==> config.mk <==
export PLATFORM = sky130hd
export DESIGN_NAME = gpp_top
export DESIGN_NICKNAME = d
export VERILOG_FILES = /design/src/rtl/gpp_pkg.sv /design/src/rtl/gpp_sync.sv /design/src/rtl/gpp_pin_mux.sv /design/src/rtl/gpp_top.sv
export VERILOG_INCLUDE_DIRS = /design/src /design/src/rtl
export SDC_FILE = /design/constraint.sdc
export NUM_CORES = 1
export LEC_CHECK = 0
export BUFFER_PORTS_ARGS = -buffer_cell sky130_fd_sc_hd__buf_2
export CORE_UTILIZATION = 47
export DETAILED_ROUTE_END_ITERATION = 7
export GPL_TIMING_DRIVEN = 0
export PLACE_DENSITY = 0.77
export SLEW_MARGIN = 40
export SYNTH_ARGS = -nofsm -noshare
export SYNTH_HDL_FRONTEND = slang
export SYNTH_SLANG_ARGS = --single-unit
==> constraint.sdc <==
create_clock -name i_ref_clk -period 2 [get_ports i_ref_clk]
set_clock_uncertainty 0.1 [all_clocks]
set_input_delay 0.4 -clock i_ref_clk [delete_from_list [all_inputs] [get_ports i_ref_clk]]
set_output_delay 0.4 -clock i_ref_clk [all_outputs]
set_load 0.01 [all_outputs]
==> src/rtl/gpp_consts.svh <==
// register offsets, reset values and field positions for the two-port gpio block
`ifndef GPP_CONSTS_SVH
`define GPP_CONSTS_SVH
`define GPP_OFS_P6_LATCH 12'h000
`define GPP_OFS_P6_DIR 12'h004
`define GPP_OFS_P6_PULL 12'h008
`define GPP_OFS_P7_LATCH 12'h00c
`define GPP_OFS_P7_DIR 12'h010
`define GPP_OFS_P7_PULL 12'h014
`define GPP_OFS_CTRL 12'h018
`define GPP_OFS_P6_RMW 12'h01c
`define GPP_OFS_P7_RMW 12'h020
`define GPP_DIR_RST 8'h00
`define GPP_LATCH_RST 8'h00
`define GPP_PULL_RST 8'h00
`define GPP_CTRL_FLOAT_BIT 0
`define GPP_CTRL_SCK_WAKE_BIT 1
`define GPP_CTRL_SIN_WAKE_BIT 2
`define GPP_P6_SCK_PIN 5
`define GPP_P6_SIN_PIN 7
`endif

==> src/rtl/gpp_pkg.sv <==
// shared types for the two-port gpio block
package gpp_pkg;
  // register select decoded from the bus address
  typedef enum logic [9:0] {
    GPP_SEL_NONE = 10'h001,
    GPP_SEL_P6_LATCH = 10'h002,
    GPP_SEL_P6_DIR = 10'h004,
    GPP_SEL_P6_PULL = 10'h008,
    GPP_SEL_P7_LATCH = 10'h010,
    GPP_SEL_P7_DIR = 10'h020,
    GPP_SEL_P7_PULL = 10'h040,
    GPP_SEL_CTRL = 10'h080,
    GPP_SEL_P6_RMW = 10'h100,
    GPP_SEL_P7_RMW = 10'h200
  } gpp_sel_t;
endpackage

==> src/rtl/gpp_sync.sv <==
// two-flop synchroniser for a vector of pin inputs
`timescale 1ns/10ps
`default_nettype none
module gpp_sync #(
  parameter int WIDTH = 8
) (
  // clock, reset, enable
  input wire logic i_ref_clk,
  input wire logic i_sys_rst,
  input wire logic i_clk_en,
  // data
  input wire logic [WIDTH-1:0] i_async,
  output logic [WIDTH-1:0] o_sync
);
  logic [WIDTH-1:0] meta_r; // first stage, read only by the second
  // two stages; reset value low matches the blocked input level
  always_ff @(posedge i_ref_clk) begin
    if (i_sys_rst) begin
      meta_r <= '0;
      o_sync <= '0;
    end else if (i_clk_en) begin
      meta_r <= i_async;
      o_sync <= meta_r;
    end
  end
endmodule
`default_nettype wire

==> src/rtl/gpp_pin_mux.sv <==
// per-pin output mux, enable, pull-up and standby input gating for one port
`timescale 1ns/10ps
`default_nettype none
module gpp_pin_mux #(
  parameter int WIDTH = 8
) (
  // port registers
  input wire logic [WIDTH-1:0] i_latch,
  input wire logic [WIDTH-1:0] i_dir,
  input wire logic [WIDTH-1:0] i_pull,
  // peripheral outputs
  input wire logic [WIDTH-1:0] i_per_oe,
  input wire logic [WIDTH-1:0] i_per_out,
  // standby
  input wire logic i_float,
  input wire logic [WIDTH-1:0] i_keep_in,
  input wire logic [WIDTH-1:0] i_pin_in,
  // results
  output logic [WIDTH-1:0] o_pin_out,
  output logic [WIDTH-1:0] o_pin_oe,
  output logic [WIDTH-1:0] o_pull_on,
  output logic [WIDTH-1:0] o_pin_gated
);
  // refused at elaboration: the slices are sized for one to eight pins
  if (WIDTH < 1 || WIDTH > 8) begin : g_bad_width
    $error("gpp_pin_mux width out of range");
  end
  genvar g;
  // one identical slice per pin; continuous assigns keep each bit to one driver
  for (g = 0; g < WIDTH; g++) begin : g_pin
    // peripheral owns the pin when its enable is set
    assign o_pin_out[g] = i_per_oe[g] ? i_per_out[g] : i_latch[g];
    // driven by a peripheral or by a port in output mode, unless floated
    assign o_pin_oe[g] = !i_float && (i_per_oe[g] || i_dir[g]);
    // pull-up cut while the pin drives low
    assign o_pull_on[g] = i_pull[g] && !(o_pin_oe[g] && !o_pin_out[g]);
    // blocked input reads low in floating standby
    assign o_pin_gated[g] = (i_float && !i_keep_in[g]) ? 1'b0 : i_pin_in[g];
  end
endmodule
`default_nettype wire

==> src/rtl/gpp_top.sv <==
// gpio logic for the eight-pin port 6 and three-pin port 7 with an apb register slave
//
// Functional notes
// - direction one makes pin an output
// - direction zero makes pin an input
// - output pin drives its latch bit
// - data writes always update latch
// - read gives latch or pin level
// - rmw read returns latch contents
// - peripheral enable routes peripheral to pin
// - peripheral-driven pin reads actual level
// - peripheral inputs read as pin level
// - reset clears all direction bits
// - float bit in standby tristates pins
// - floated pin input held low
// - serial clock and rx stay open; here only while their wake bits in the control register are set
// - float bit zero holds pin states
// - pull-up enable connects pull-up
// - driving low disconnects pull-up
// - port 6 bit n controls pin n
// - port 7 implements bits zero to two
// - port 6 pins 0-4 timer sharing
// - port 6 pins 5-7 serial sharing
// - port 7 pins reload timer sharing
//
// Implementation choices: the register addresses and the APB register port.
`timescale 1ns/10ps
`default_nettype none
`include "gpp_consts.svh"
module gpp_top #(
  parameter int P6_WIDTH = 8,
  parameter int P7_WIDTH = 3
) (
  // clock, reset, enable
  input wire logic i_ref_clk,
  input wire logic i_sys_rst,
  input wire logic i_clk_en,
  // apb slave
  input wire logic i_psel,
  input wire logic i_penable,
  input wire logic i_pwrite,
  input wire logic [11:0] i_paddr,
  input wire logic [31:0] i_pwdata,
  input wire logic [3:0] i_pstrb,
  output logic [31:0] o_prdata,
  output logic o_pready,
  output logic o_pslverr,
  // standby request from the standby controller (stop or watch mode)
  input wire logic i_standby,
  // port 6 pins
  input wire logic [7:0] i_p6_pin_in,
  output logic [7:0] o_p6_pin_out,
  output logic [7:0] o_p6_pin_oe,
  output logic [7:0] o_p6_pull_on,
  // port 7 pins
  input wire logic [2:0] i_p7_pin_in,
  output logic [2:0] o_p7_pin_out,
  output logic [2:0] o_p7_pin_oe,
  output logic [2:0] o_p7_pull_on,
  // peripheral outputs and their enables, same clock
  input wire logic i_pulse_gen1_out_a,
  input wire logic i_pulse_gen1_out_a_oe,
  input wire logic i_pulse_gen1_out_b,
  input wire logic i_pulse_gen1_out_b_oe,
  input wire logic i_composite_timer1_out_a,
  input wire logic i_composite_timer1_out_a_oe,
  input wire logic i_composite_timer1_out_b,
  input wire logic i_composite_timer1_out_b_oe,
  input wire logic i_serial_clk_out,
  input wire logic i_serial_clk_oe,
  input wire logic i_serial_tx_out,
  input wire logic i_serial_tx_oe,
  input wire logic i_reload_timer0_out,
  input wire logic i_reload_timer0_out_oe,
  // peripheral inputs, synchronised and standby-gated
  output logic o_composite_timer1_ext_clock,
  output logic o_serial_clk_in,
  output logic o_serial_rx_in,
  output logic o_reload_timer0_in
);
  // refused at elaboration: the sharing map and register layout fix these widths
  if (P6_WIDTH != 8) begin : g_bad_p6
    $error("port 6 must be eight pins wide");
  end
  if (P7_WIDTH != 3) begin : g_bad_p7
    $error("port 7 must be three pins wide");
  end

  // registers
  // latch and pull-up reset to zero so no pin sees an unknown value
  // before software has written them
  logic [7:0] p6_latch_r; // port6_output_latch
  logic [7:0] p6_dir_r; // port6_direction_bits
  logic [7:0] p6_pull_r; // port6_pullup_enables
  logic [2:0] p7_latch_r; // port7_output_latch
  logic [2:0] p7_dir_r; // port7_direction_bits
  logic [2:0] p7_pull_r; // port7_pullup_enables
  logic float_r; // standby_pin_float_bit
  logic sck_wake_r; // irq enable keeping serial clock input open
  logic sin_wake_r; // irq enable keeping serial rx input open

  // synchronised pins
  logic [7:0] p6_sync;
  logic [2:0] p7_sync;
  // combinational pin results
  logic [7:0] p6_out_c, p6_oe_c, p6_pull_c, p6_gated;
  logic [2:0] p7_out_c, p7_oe_c, p7_pull_c, p7_gated;
  logic [7:0] p6_per_oe, p6_per_out, p6_keep;
  logic [2:0] p7_per_oe, p7_per_out;
  logic float_now; // pins floated this cycle
  logic [7:0] p6_read, p7_read;
  gpp_pkg::gpp_sel_t sel;
  logic wr_en, rd_en;
  logic [31:0] rdata_nxt;

  // pins come from outside the clock domain
  // two flops cost two cycles of read latency but keep metastability out
  gpp_sync #(.WIDTH(8)) u_sync6 (
    .i_ref_clk(i_ref_clk),
    .i_sys_rst(i_sys_rst),
    .i_clk_en(i_clk_en),
    .i_async(i_p6_pin_in),
    .o_sync(p6_sync)
  );
  gpp_sync #(.WIDTH(3)) u_sync7 (
    .i_ref_clk(i_ref_clk),
    .i_sys_rst(i_sys_rst),
    .i_clk_en(i_clk_en),
    .i_async(i_p7_pin_in),
    .o_sync(p7_sync)
  );

  // peripheral sharing map for port 6
  // input-only pins 4 and 7 have no output enable and carry zero here
  always_comb begin
    p6_per_oe = {1'b0, i_serial_tx_oe, i_serial_clk_oe, 1'b0,
                 i_composite_timer1_out_b_oe, i_composite_timer1_out_a_oe,
                 i_pulse_gen1_out_b_oe, i_pulse_gen1_out_a_oe};
    p6_per_out = {1'b0, i_serial_tx_out, i_serial_clk_out, 1'b0,
                  i_composite_timer1_out_b, i_composite_timer1_out_a,
                  i_pulse_gen1_out_b, i_pulse_gen1_out_a};
    // pin 2 of port 7 has no peripheral
    p7_per_oe = {2'b00, i_reload_timer0_out_oe};
    p7_per_out = {2'b00, i_reload_timer0_out};
  end

  // float only while standby and the float bit are both set
  // the two serial inputs may stay open so an edge on them can wake the device
  always_comb begin
    float_now = float_r && i_standby;
    p6_keep = 8'h00;
    p6_keep[`GPP_P6_SCK_PIN] = sck_wake_r;
    p6_keep[`GPP_P6_SIN_PIN] = sin_wake_r;
  end

  gpp_pin_mux #(.WIDTH(8)) u_mux6 (
    .i_latch(p6_latch_r),
    .i_dir(p6_dir_r),
    .i_pull(p6_pull_r),
    .i_per_oe(p6_per_oe),
    .i_per_out(p6_per_out),
    .i_float(float_now),
    .i_keep_in(p6_keep),
    .i_pin_in(p6_sync),
    .o_pin_out(p6_out_c),
    .o_pin_oe(p6_oe_c),
    .o_pull_on(p6_pull_c),
    .o_pin_gated(p6_gated)
  );
  gpp_pin_mux #(.WIDTH(3)) u_mux7 (
    .i_latch(p7_latch_r),
    .i_dir(p7_dir_r),
    .i_pull(p7_pull_r),
    .i_per_oe(p7_per_oe),
    .i_per_out(p7_per_out),
    .i_float(float_now),
    .i_keep_in(3'b000),
    .i_pin_in(p7_sync),
    .o_pin_out(p7_out_c),
    .o_pin_oe(p7_oe_c),
    .o_pull_on(p7_pull_c),
    .o_pin_gated(p7_gated)
  );

  // address decode; unmapped addresses get a slave error
  // the full address is compared, so aliases of a register are refused too
  always_comb begin
    case (i_paddr)
      `GPP_OFS_P6_LATCH: sel = gpp_pkg::GPP_SEL_P6_LATCH;
      `GPP_OFS_P6_DIR: sel = gpp_pkg::GPP_SEL_P6_DIR;
      `GPP_OFS_P6_PULL: sel = gpp_pkg::GPP_SEL_P6_PULL;
      `GPP_OFS_P7_LATCH: sel = gpp_pkg::GPP_SEL_P7_LATCH;
      `GPP_OFS_P7_DIR: sel = gpp_pkg::GPP_SEL_P7_DIR;
      `GPP_OFS_P7_PULL: sel = gpp_pkg::GPP_SEL_P7_PULL;
      `GPP_OFS_CTRL: sel = gpp_pkg::GPP_SEL_CTRL;
      `GPP_OFS_P6_RMW: sel = gpp_pkg::GPP_SEL_P6_RMW;
      `GPP_OFS_P7_RMW: sel = gpp_pkg::GPP_SEL_P7_RMW;
      default: sel = gpp_pkg::GPP_SEL_NONE;
    endcase
  end

  // access phase while no answer is pending; answer comes one cycle later
  // a write needs the low byte lane; the other lanes carry no register bits
  assign wr_en = i_psel && i_penable && i_pwrite && !o_pready && i_pstrb[0];
  assign rd_en = i_psel && i_penable && !i_pwrite && !o_pready;

  // ordinary read: latch for port outputs, synchronised pin level otherwise
  // the pin level lags the pin by the two synchroniser flops
  always_comb begin
    p6_read = 8'h00;
    p7_read = 8'h00;
    for (int k = 0; k < 8; k++) begin
      // peripheral-driven or input pin shows the pin level
      p6_read[k] = (p6_dir_r[k] && !p6_per_oe[k]) ? p6_latch_r[k] : p6_gated[k];
    end
    for (int k = 0; k < 3; k++) begin
      p7_read[k] = (p7_dir_r[k] && !p7_per_oe[k]) ? p7_latch_r[k] : p7_gated[k];
    end
  end

  // read data mux; upper bits always zero
  // port 7 bits 7..3 do not exist and read as zero
  always_comb begin
    rdata_nxt = 32'h0000_0000;
    case (sel)
      gpp_pkg::GPP_SEL_P6_LATCH: rdata_nxt[7:0] = p6_read;
      gpp_pkg::GPP_SEL_P6_DIR: rdata_nxt[7:0] = p6_dir_r;
      gpp_pkg::GPP_SEL_P6_PULL: rdata_nxt[7:0] = p6_pull_r;
      gpp_pkg::GPP_SEL_P7_LATCH: rdata_nxt[7:0] = p7_read;
      gpp_pkg::GPP_SEL_P7_DIR: rdata_nxt[2:0] = p7_dir_r;
      gpp_pkg::GPP_SEL_P7_PULL: rdata_nxt[2:0] = p7_pull_r;
      gpp_pkg::GPP_SEL_CTRL: begin
        rdata_nxt[`GPP_CTRL_FLOAT_BIT] = float_r;
        rdata_nxt[`GPP_CTRL_SCK_WAKE_BIT] = sck_wake_r;
        rdata_nxt[`GPP_CTRL_SIN_WAKE_BIT] = sin_wake_r;
      end
      // read-modify-write view returns the latch itself
      gpp_pkg::GPP_SEL_P6_RMW: rdata_nxt[7:0] = p6_latch_r;
      gpp_pkg::GPP_SEL_P7_RMW: rdata_nxt[2:0] = p7_latch_r;
      default: rdata_nxt = 32'h0000_0000;
    endcase
  end

  // apb answer: one wait state, pready pulses for one cycle
  // the !o_pready term stops a held access phase from being taken twice
  // read data is zero outside the answer cycle so stale values never leak
  always_ff @(posedge i_ref_clk) begin
    if (i_sys_rst) begin
      o_pready <= 1'b0;
      o_pslverr <= 1'b0;
      o_prdata <= 32'h0000_0000;
    end else if (i_clk_en) begin
      o_pready <= i_psel && i_penable && !o_pready;
      o_pslverr <= i_psel && i_penable && !o_pready && (sel == gpp_pkg::GPP_SEL_NONE);
      o_prdata <= rd_en ? rdata_nxt : 32'h0000_0000;
    end
  end

  // port 6 registers; writes to either latch view land in the latch
  // a slave-error write matches no select and changes nothing
  always_ff @(posedge i_ref_clk) begin
    if (i_sys_rst) begin
      p6_latch_r <= `GPP_LATCH_RST;
      p6_dir_r <= `GPP_DIR_RST;
      p6_pull_r <= `GPP_PULL_RST;
    end else if (i_clk_en && wr_en) begin
      if (sel == gpp_pkg::GPP_SEL_P6_LATCH || sel == gpp_pkg::GPP_SEL_P6_RMW) begin
        p6_latch_r <= i_pwdata[7:0];
      end
      if (sel == gpp_pkg::GPP_SEL_P6_DIR) begin
        p6_dir_r <= i_pwdata[7:0];
      end
      if (sel == gpp_pkg::GPP_SEL_P6_PULL) begin
        p6_pull_r <= i_pwdata[7:0];
      end
    end
  end

  // port 7 registers; only bits 2..0 exist
  always_ff @(posedge i_ref_clk) begin
    if (i_sys_rst) begin
      // reset constants are eight bits wide; cut to the three real bits
      p7_latch_r <= 3'(`GPP_LATCH_RST);
      p7_dir_r <= 3'(`GPP_DIR_RST);
      p7_pull_r <= 3'(`GPP_PULL_RST);
    end else if (i_clk_en && wr_en) begin
      if (sel == gpp_pkg::GPP_SEL_P7_LATCH || sel == gpp_pkg::GPP_SEL_P7_RMW) begin
        p7_latch_r <= i_pwdata[2:0];
      end
      if (sel == gpp_pkg::GPP_SEL_P7_DIR) begin
        p7_dir_r <= i_pwdata[2:0];
      end
      if (sel == gpp_pkg::GPP_SEL_P7_PULL) begin
        p7_pull_r <= i_pwdata[2:0];
      end
    end
  end

  // standby control bits
  // the float bit only takes effect while the standby input is high
  always_ff @(posedge i_ref_clk) begin
    if (i_sys_rst) begin
      float_r <= 1'b0;
      sck_wake_r <= 1'b0;
      sin_wake_r <= 1'b0;
    end else if (i_clk_en && wr_en && sel == gpp_pkg::GPP_SEL_CTRL) begin
      float_r <= i_pwdata[`GPP_CTRL_FLOAT_BIT];
      sck_wake_r <= i_pwdata[`GPP_CTRL_SCK_WAKE_BIT];
      sin_wake_r <= i_pwdata[`GPP_CTRL_SIN_WAKE_BIT];
    end
  end

  // registered pin drives; one cycle from register change to pin
  // registering hides decode glitches from the board at the cost of a cycle
  always_ff @(posedge i_ref_clk) begin
    if (i_sys_rst) begin
      o_p6_pin_out <= 8'h00;
      o_p6_pin_oe <= 8'h00;
      o_p6_pull_on <= 8'h00;
      o_p7_pin_out <= 3'b000;
      o_p7_pin_oe <= 3'b000;
      o_p7_pull_on <= 3'b000;
    end else if (i_clk_en) begin
      o_p6_pin_out <= p6_out_c;
      o_p6_pin_oe <= p6_oe_c;
      o_p6_pull_on <= p6_pull_c;
      o_p7_pin_out <= p7_out_c;
      o_p7_pin_oe <= p7_oe_c;
      o_p7_pull_on <= p7_pull_c;
    end
  end

  // peripheral inputs read the gated pin level even in port mode
  // in floating standby these read low unless kept open for wake-up
  always_ff @(posedge i_ref_clk) begin
    if (i_sys_rst) begin
      o_composite_timer1_ext_clock <= 1'b0;
      o_serial_clk_in <= 1'b0;
      o_serial_rx_in <= 1'b0;
      o_reload_timer0_in <= 1'b0;
    end else if (i_clk_en) begin
      o_composite_timer1_ext_clock <= p6_gated[4];
      o_serial_clk_in <= p6_gated[`GPP_P6_SCK_PIN];
      o_serial_rx_in <= p6_gated[`GPP_P6_SIN_PIN];
      o_reload_timer0_in <= p7_gated[1];
    end
  end
endmodule
`default_nettype wire

==> results of run 1 <==
## where the power goes
group,switching (mW),internal [mW]
sequential,0.0244,2.13
clock,0.754,0.616
combinational,0.286,0.172
total,1.06,2.92
## metal layers
metal	vias up	wire [um]	part of all wire (%)	track usage, %
met5	-	0	0	0
li1	2282	-	-	-
met3	45	1410	8.5	6.05
met2	251	7370	44	47.1
met1	2303	7220	43	41.0
met4	0	625	3.8	17.2
## final timing paths
check / start / to / slack (ns) / cells after the start
min: i_p6_pin_in[4] / u_sync6.meta_r[4] / 0.14 / 3
max reg2reg: float_r / o_p6_pull_on[1] / 0.11 / 6
min reg2reg: o_p6_pin_oe[1] / o_p6_pin_oe[1] / 0.36 / 2
max: i_clk_en / o_p6_pin_oe[2] / 0.02 / 5
## what timing repair did
item | in CTS | in global routing
gates resized for setup | 7 | 13
buffers inserted | 3 | 2
endpoints found under the setup margin | 47 | 30
gates cloned | 0 | 0
## worst max-delay path: stages
cell and delay (ns):
buf_2 0.14, clkbuf_1 0.49, buf_1 0.61, o211ai_1 0.32, a21oi_1 0.22
## synthesized netlist by cell type (5+ instances only)
cell and instances:
nand2_1 62, o21ai_0 16, clkbuf_1 21, inv_1 5, nor3_1 5, a21oi_1 47
nand4_1 8, a31oi_1 9, buf_2 8, a211oi_1 10, nand2b_1 7, nand3_1 34
buf_4 24, dfxtp_1 105, o211ai_1 14, mux2i_1 57, nor2_1 67, nor2b_1 11
nor3b_1 5
## registers in the layout (all words and copies together), names as in the netlist, 8 cells and up
| register | flops |
|---|---|
| p6_pull_r | 8 |
| u_sync6.o_sync | 8 |
| u_sync6.meta_r | 8 |
| o_p6_pin_oe | 8 |
| o_p6_pin_out | 8 |
| o_prdata | 8 |
| p6_dir_r | 8 |
| o_p6_pull_on | 8 |
| p6_latch_r | 8 |
## area by class of cell
cell class / count / share of cell area, %
plain buffers: 57 / 5.48
clock buffers: 10 / 2.29
clock inverters: 6 / 1.04
inverters: 5 / 0.312
multi-input cells: 433 / 44.4
flip-flops and latches: 105 / 34.9
well taps: 136 / 2.83
repair buffers: 103 / 8.77
## logic make-up (layout without fill, tap and decap cells)
group | count (synthesis) | count (layout) | share of synthesized area, %
DFF | 105 | 105 | 42.4
muxes | 60 | 60 | 12.2
AOI/OAI and AO/OA | 119 | 119 | 15.3
buffers and inverters | 62 | 181 | 6.86
other | 1 | 24 | 0.0756
and+or+nand+nor | 230 | 230 | 23.2
==> impl_metrics.ini, run 1 <==
[cts]
cts_made_buffers = 9
hold_buffers = 0
clockBufferDepth = 2
htree_num_levels = 3
path_clk_slew_ns = 0.10
cts.sinks = 105
clockRootBuffer = clkbuf_8
worstSkewPairLatency_ns = 0.38
cts_tree = yes

[sta]
relSlewSlack_pct = 52.3
rsz0062_at_grt = no
worstMarginPinSlew_ns = 0.716
setup_viol = 0
maxSlewViolCount = 0
fin_crit_ns = 1.98
fin_tns_setup_ns = 0
whs_ns = 0.144
min_period_over_period_pct = 99.1
finalHoldViolCount = 0
max_freq_ghz = 0.504
setup_ws_ns = 0.0173

[global_routing]
grt_antenna_before_repair = 0
grt_pass1_vias = 4505
globalRouteOverflowTotal = 0
grt_use_total_pct = 30.9
grt_pass1_wl_um = 25500
grt_max_degree = 18

[floorplan]
die_w_um = 105
fp.dieH_um = 105
rows = 37
io_pins = 151
die_area_mm2 = 0.0110
coreArea_mm2 = 0.0103
start_util_pct = 48.3

[final_layout]
final_common_cell = buf_2
diodes = 0
layout-drive-gt1-share_pct = 25.5
layout_common_cells = buf_2, dfxtp_1, nor2_1
post-route-util_pct = 58.6
fin_cells = 855
final_area_mm2 = 0.00602
fill_cells = 962
seq_area_mm2 = 0.00210
nets = 794
area_delta_synth_final_pct = 21.4
multiInputGateArea_mm2 = 0.00267

[synth]
synth_area_mm2 = 0.00496
synth-seq-cells = 105
async_flop_share_pct = 0
synth_top_area_cell = dfxtp_1
synth.distinct_cells = 55
synth_area_leaders = dfxtp_1, mux2i_1, nor2_1, a21oi_1, nand2_1
syn_avg_cell_area_um2 = 8.60
synth_top_area_share_pct = 42.4
postSynthCellCount = 577
yosysWarnings = 0
synth_edf_count = 0
synthFlopType = dfxtp_1
yosysSeqAreaShare_pct = 42.4

[drt]
drtPass1Iterations = 6
num_vias = 4881
wl_um = 16600
ant_nets = 0
post_drt_wl_per_cell_um = 19.4
drtIter0Drc = 348
vias_per_cell = 5.71
drc = 0

[outcome]
outcome = finished, final reports clean

[worst_setup_path]
path_class = input pin to flop
worst-endpoint-required_ns = 2.21
endpoint_kind = flop
start_kind = input pin
worstPathArrival_ns = 2.20
cp_max_fo = 10

[placed_design]
placed_area_mm2 = 0.00572
gp_congestion = 0.940
numPortBuffers = 98
place_inst = 834
dpl.hpwl_um = 12500
dp_slack_ns = -0.598

[hold_path]
hp-class = input pin to flop

[pwr]
leakagePower_nw = 2.55
ir_worst_vdd_mv = 0.448
power_mw = 3.98
power_density_mw_per_mm2 = 661

[run]
cap_violations = 0
Power figures use the tool's default switching activity.
==> inputs of run 2 (changes only) <==
--- a/config.mk
+++ b/config.mk
@@ -8,4 +8,5 @@
 export LEC_CHECK = 0
 export BUFFER_PORTS_ARGS = -buffer_cell sky130_fd_sc_hd__buf_2
+export CORE_ASPECT_RATIO = 1.75
 export CORE_UTILIZATION = 47
 export DETAILED_ROUTE_END_ITERATION = 7
--- a/constraint.sdc
+++ b/constraint.sdc
@@ -3,3 +3,3 @@
 set_input_delay 0.4 -clock i_ref_clk [delete_from_list [all_inputs] [get_ports i_ref_clk]]
 set_output_delay 0.4 -clock i_ref_clk [all_outputs]
-set_load 0.01 [all_outputs]
+set_load 0.05 [all_outputs]
==> run 2 against run 1 <==
Effect of this change: clock power up 31%; fmax increased by 2.2%; worst setup slack gained 0.043 ns.
==> impl_metrics.ini, run 2 (synthesis gave the netlist of run 1 again) <==
[outcome]
outcome = finished, final reports clean

[worst_setup_path]
worstPathArrival_ns = 2.05
start_kind = flop
endpoint_kind = flop
max_stage_delay_ns = 0.35
crit_family = buffers and inverters
worst-endpoint-required_ns = 2.11
crit_top_cell = clkbuf_2
path_class = flop to flop
regToRegSetupSlack_ns = 0.06
path_buf_inv = 2
crit_chain = nand2_1 -> clkbuf_2 -> clkbuf_2 -> o21ai_0 -> nand3_1 -> a21oi_1
cp_max_fo = 10
cpMaxStageDelayCell = clkbuf_2

[placed_design]
place_inst = 825
gp_congestion = 0.956
dpl.hpwl_um = 13100
numPortBuffers = 98

[floorplan]
fp.dieH_um = 138
coreArea_mm2 = 0.0102
io_pins = 151
rows = 49
die_area_mm2 = 0.0110
start_util_pct = 48.4
die_w_um = 79.7

[final_layout]
fin_cells = 847
area_delta_synth_final_pct = 23.6
diodes = 0
final_common_cell = buf_2
fill_cells = 931
layout_common_cells = buf_2, dfxtp_1, nor2_1
layout-drive-gt1-share_pct = 25.4
post-route-util_pct = 59.9
nets = 796

[sta]
finalHoldViolCount = 0
whs_ns = 0.183
min_period_over_period_pct = 97.0
rsz0062_at_grt = no
fin_crit_ns = 1.94
maxSlewViolCount = 0
setup_viol = 0
max_freq_ghz = 0.516
worstMarginPinSlew_ns = 0.885
relSlewSlack_pct = 41.0

[pwr]
clkPwrFrac_pct = 39.4
power_density_mw_per_mm2 = 742
netSwitchingPower_mw = 1.25
ir_worst_vdd_mv = 0.585
leakagePower_nw = 2.61
p_sw_share_pct = 27.4
comb_power_share_pct = 13.3
power.internal_mw = 3.30
p_seq_share_pct = 47.3
power_mw = 4.55

[global_routing]
grt_use_total_pct = 32.1
grt_pass1_wl_um = 25500
grt_pass1_vias = 4523
grt_antenna_before_repair = 0
grt_max_degree = 17
globalRouteOverflowTotal = 0

[cts]
cts_tree = yes
worstSkewPairLatency_ns = 0.35
htree_num_levels = 3
cts.sinks = 105
clockBufferDepth = 2
cts_made_buffers = 9
path_clk_slew_ns = 0.07
clockRootBuffer = clkbuf_16
hold_buffers = 0

[drt]
wl_um = 17200
num_vias = 4851
ant_nets = 0
drtIter0Drc = 394
vias_per_cell = 5.73
drc = 0
post_drt_wl_per_cell_um = 20.3
drtPass1Iterations = 6

[hold_path]
hp-class = input pin to flop

[run]
cap_violations = 0
[run 2: cell types whose count changed in the layout (fill, tap and decap cells not counted), sizes merged]
cell      delta
inv          -2
clkbuf       +1
clkinvlp     +1
buf          +1
[run 2: worst paths after layout]
kind                                      from           endpoint  cells past startpoint
worst max-delay path                   float_r    o_p6_pull_on[2]                      6
worst min register to register  o_p6_pin_oe[1]     o_p6_pin_oe[1]                      2
worst min-delay path            i_p7_pin_in[2]  u_sync7.meta_r[2]                      3
worst max register to register         float_r    o_p6_pull_on[2]                      6
[run 2: cell type report]
cell class / count / area, um2 / share of cell area, %
well taps: 127 / 159 / 2.59
plain buffers: 57 / 327 / 5.33
flip-flops and latches: 105 / 2100 / 34.3
clock buffers: 10 / 239 / 3.90
clock inverters: 5 / 56.3 / 0.918
repair buffers: 105 / 543 / 8.86
multi-input cells: 433 / 2690 / 43.8
inverters: 5 / 18.8 / 0.306
[run 2: through the flow]
stage	worst slack, ns	TNS, ns	area, um2
after CTS	-0.0196	-0.0196	6050
after global routing	0.0106	0	6130
after floorplan	0.00692	0	5050
after global placement	-0.604	-27.72	5700
after detailed placement	-0.591	-27.95	5710
final	0.0605	0	6130
[run 2: power by group through the flow]
| stage | logic, mW | registers, mW | clock network, mW |
|---|---|---|---|
| 2_1_floorplan | 0.323 | 2.26 | 0 |
| 5_1_grt | 0.638 | 2.16 | 1.88 |
| 4_1_cts | 0.588 | 2.15 | 1.79 |
| 3_5_place_dp | 0.582 | 2.20 | 0 |
| 6_report | 0.604 | 2.15 | 1.79 |
| 3_3_place_gp | 0.575 | 2.20 | 0 |
[run 2: layer usage]
metal,routed length [um],up-vias,track usage (%)
met4,481,0,13.2
met5,0,-,0
li1,-,2288,-
met1,6610,2305,37.2
met2,8960,224,57.5
met3,1130,34,5.26
[run 2: worst reg2reg max path, delay by kind of cell, from the launching register on]
family                 cells  cell delay [ns]
DFF                        1             0.33
and+or+nand+nor            2             0.44
AOI/OAI and AO/OA          2             0.27
buffers and inverters      2             0.66
[run 2: timing repair]
item / 4_1_cts / 5_1_grt
endpoints found under the hold margin: 0 / 0
gates resized for setup: 8 / 11
endpoints found under the setup margin: 53 / 26
pin swaps: 0 / 2
setup buffers: 2 / 5
==> inputs of run 3 (changes only) <==
Settings changed: CORE_UTILIZATION 47 to 32, PLACE_DENSITY 0.77 to not set.
==> run 3 against run 2 <==
Effect of this change: worst setup slack worse by 0.0054 ns; sequential share of layout area down 0.62 points; hold slack got worse by 0.013 ns; clock power is 16% higher; utilization shrank 18 points.
==> impl_metrics.ini, run 3 (synthesis gave the netlist of run 1 again) <==
[sta]
fin_tns_setup_ns = 0
fin_crit_ns = 1.94
setup_viol = 0
rsz0062_at_grt = no
whs_ns = 0.170
worstMarginPinSlew_ns = 0.807
finalHoldViolCount = 0
setup_ws_ns = 0.0551
min_period_over_period_pct = 97.2
relSlewSlack_pct = 46.2
maxSlewViolCount = 0
max_freq_ghz = 0.514

[worst_setup_path]
path_class = input pin to flop
start_kind = input pin
worstPathArrival_ns = 2.07
endpoint_kind = flop
cp_max_fo = 8
worst-endpoint-required_ns = 2.12

[floorplan]
die_area_mm2 = 0.0160
fp.dieH_um = 167
coreArea_mm2 = 0.0150
io_pins = 151
die_w_um = 96.1
start_util_pct = 33.1
rows = 59

[pwr]
power_mw = 4.81
ir_worst_vdd_mv = 0.352
power_density_mw_per_mm2 = 771
leakagePower_nw = 2.62

[final_layout]
diodes = 0
fill_cells = 1576
final_common_cell = buf_2
layout-drive-gt1-share_pct = 26.0
nets = 795
post-route-util_pct = 41.7
area_delta_synth_final_pct = 25.9
final_area_mm2 = 0.00625
fin_cells = 903
layout_common_cells = buf_2, dfxtp_1, nor2_1

[drt]
drtIter0Drc = 347
vias_per_cell = 5.23
wl_um = 17300
num_vias = 4727
drtPass1Iterations = 5
ant_nets = 0
post_drt_wl_per_cell_um = 19.1
drc = 0

[global_routing]
grt_antenna_before_repair = 0
grt_pass1_vias = 4459
globalRouteOverflowTotal = 0
grt_max_degree = 19
grt_pass1_wl_um = 25600
grt_use_total_pct = 21.9

[cts]
clockRootBuffer = clkbuf_16
cts_made_buffers = 9
hold_buffers = 0
htree_num_levels = 3
path_clk_slew_ns = 0.07
cts.sinks = 105
clockBufferDepth = 2
cts_tree = yes
worstSkewPairLatency_ns = 0.36

[run]
cap_violations = 0

[placed_design]
dp_slack_ns = -0.566
dpl.hpwl_um = 13300
place_inst = 881
numPortBuffers = 98
placed_area_mm2 = 0.00577
gp_congestion = 0.958

[outcome]
outcome = finished, final reports clean

[hold_path]
hp-class = input pin to flop
## run 3: cell types whose count changed in the layout (fill, tap and decap cells not counted), moves of 2 or more
| cell | delta |
|---|---|
| inv_6 | +2 |
| clkinv_2 | -2 |
| clkbuf_2 | +2 |
| nor3_4 | -2 |
| nor3_2 | +2 |
| clkbuf_1 | -2 |
| bufinv_16 | +2 |
## run 3: path summary, 6_finish.rpt
kind                                startpoint           endpoint  slack (ns)  depth (start not counted)
worst max-delay path                i_paddr[9]      p6_latch_r[7]        0.06                          6
worst min-delay path            i_p6_pin_in[6]  u_sync6.meta_r[6]        0.17                          3
worst max register to register        o_pready        p7_dir_r[0]        0.11                          7
worst min register to register  o_p6_pin_oe[1]     o_p6_pin_oe[1]        0.36                          2
## run 3: final cells by class
class,count,area [um2],share of cell area (%)
tap,183,229,3.67
clock inverter,7,125,2.00
multi-input combinational,433,2680,42.9
sequential,105,2100,33.7
timing repair buffer,104,536,8.57
buffer,57,332,5.31
clock buffer,9,225,3.61
inverter,5,18.8,0.300
## run 3: per-layer routing
| layer | share of wire, % | vias up | global-route usage, % | wire, um |
|---|---|---|---|---|
| met4 | 5.0 | 0 | 12.7 | 860 |
| met1 | 39 | 2188 | 24.9 | 6650 |
| li1 | - | 2285 | - | - |
| met2 | 50 | 203 | 37.5 | 8690 |
| met5 | 0 | - | 0 | 0 |
| met3 | 6.1 | 51 | 3.65 | 1050 |
## run 3: what timing repair did
| item | CTS | global route |
|---|---|---|
| pin swaps | 0 | 1 |
| cloned | 0 | 0 |
| buffers inserted | 4 | 2 |
| endpoints found under the setup margin | 53 | 20 |
| resized for setup | 11 | 11 |
## run 3: worst max-delay path, cell delays in order
cell	delay [ns]
buf_2	0.11
or4_4	0.57
nor4_4	0.31
o211ai_4	0.26
mux2i_2	0.33
nor2_1	0.08
## run 3: power by group
group / switching (mW) / total [mW] / internal (mW) / leakage [nW]
combinational: 0.423 / 0.597 / 0.174 / 1.60
clock: 0.828 / 2.07 / 1.24 / 0.171
sequential: 0.0230 / 2.15 / 2.13 / 0.852
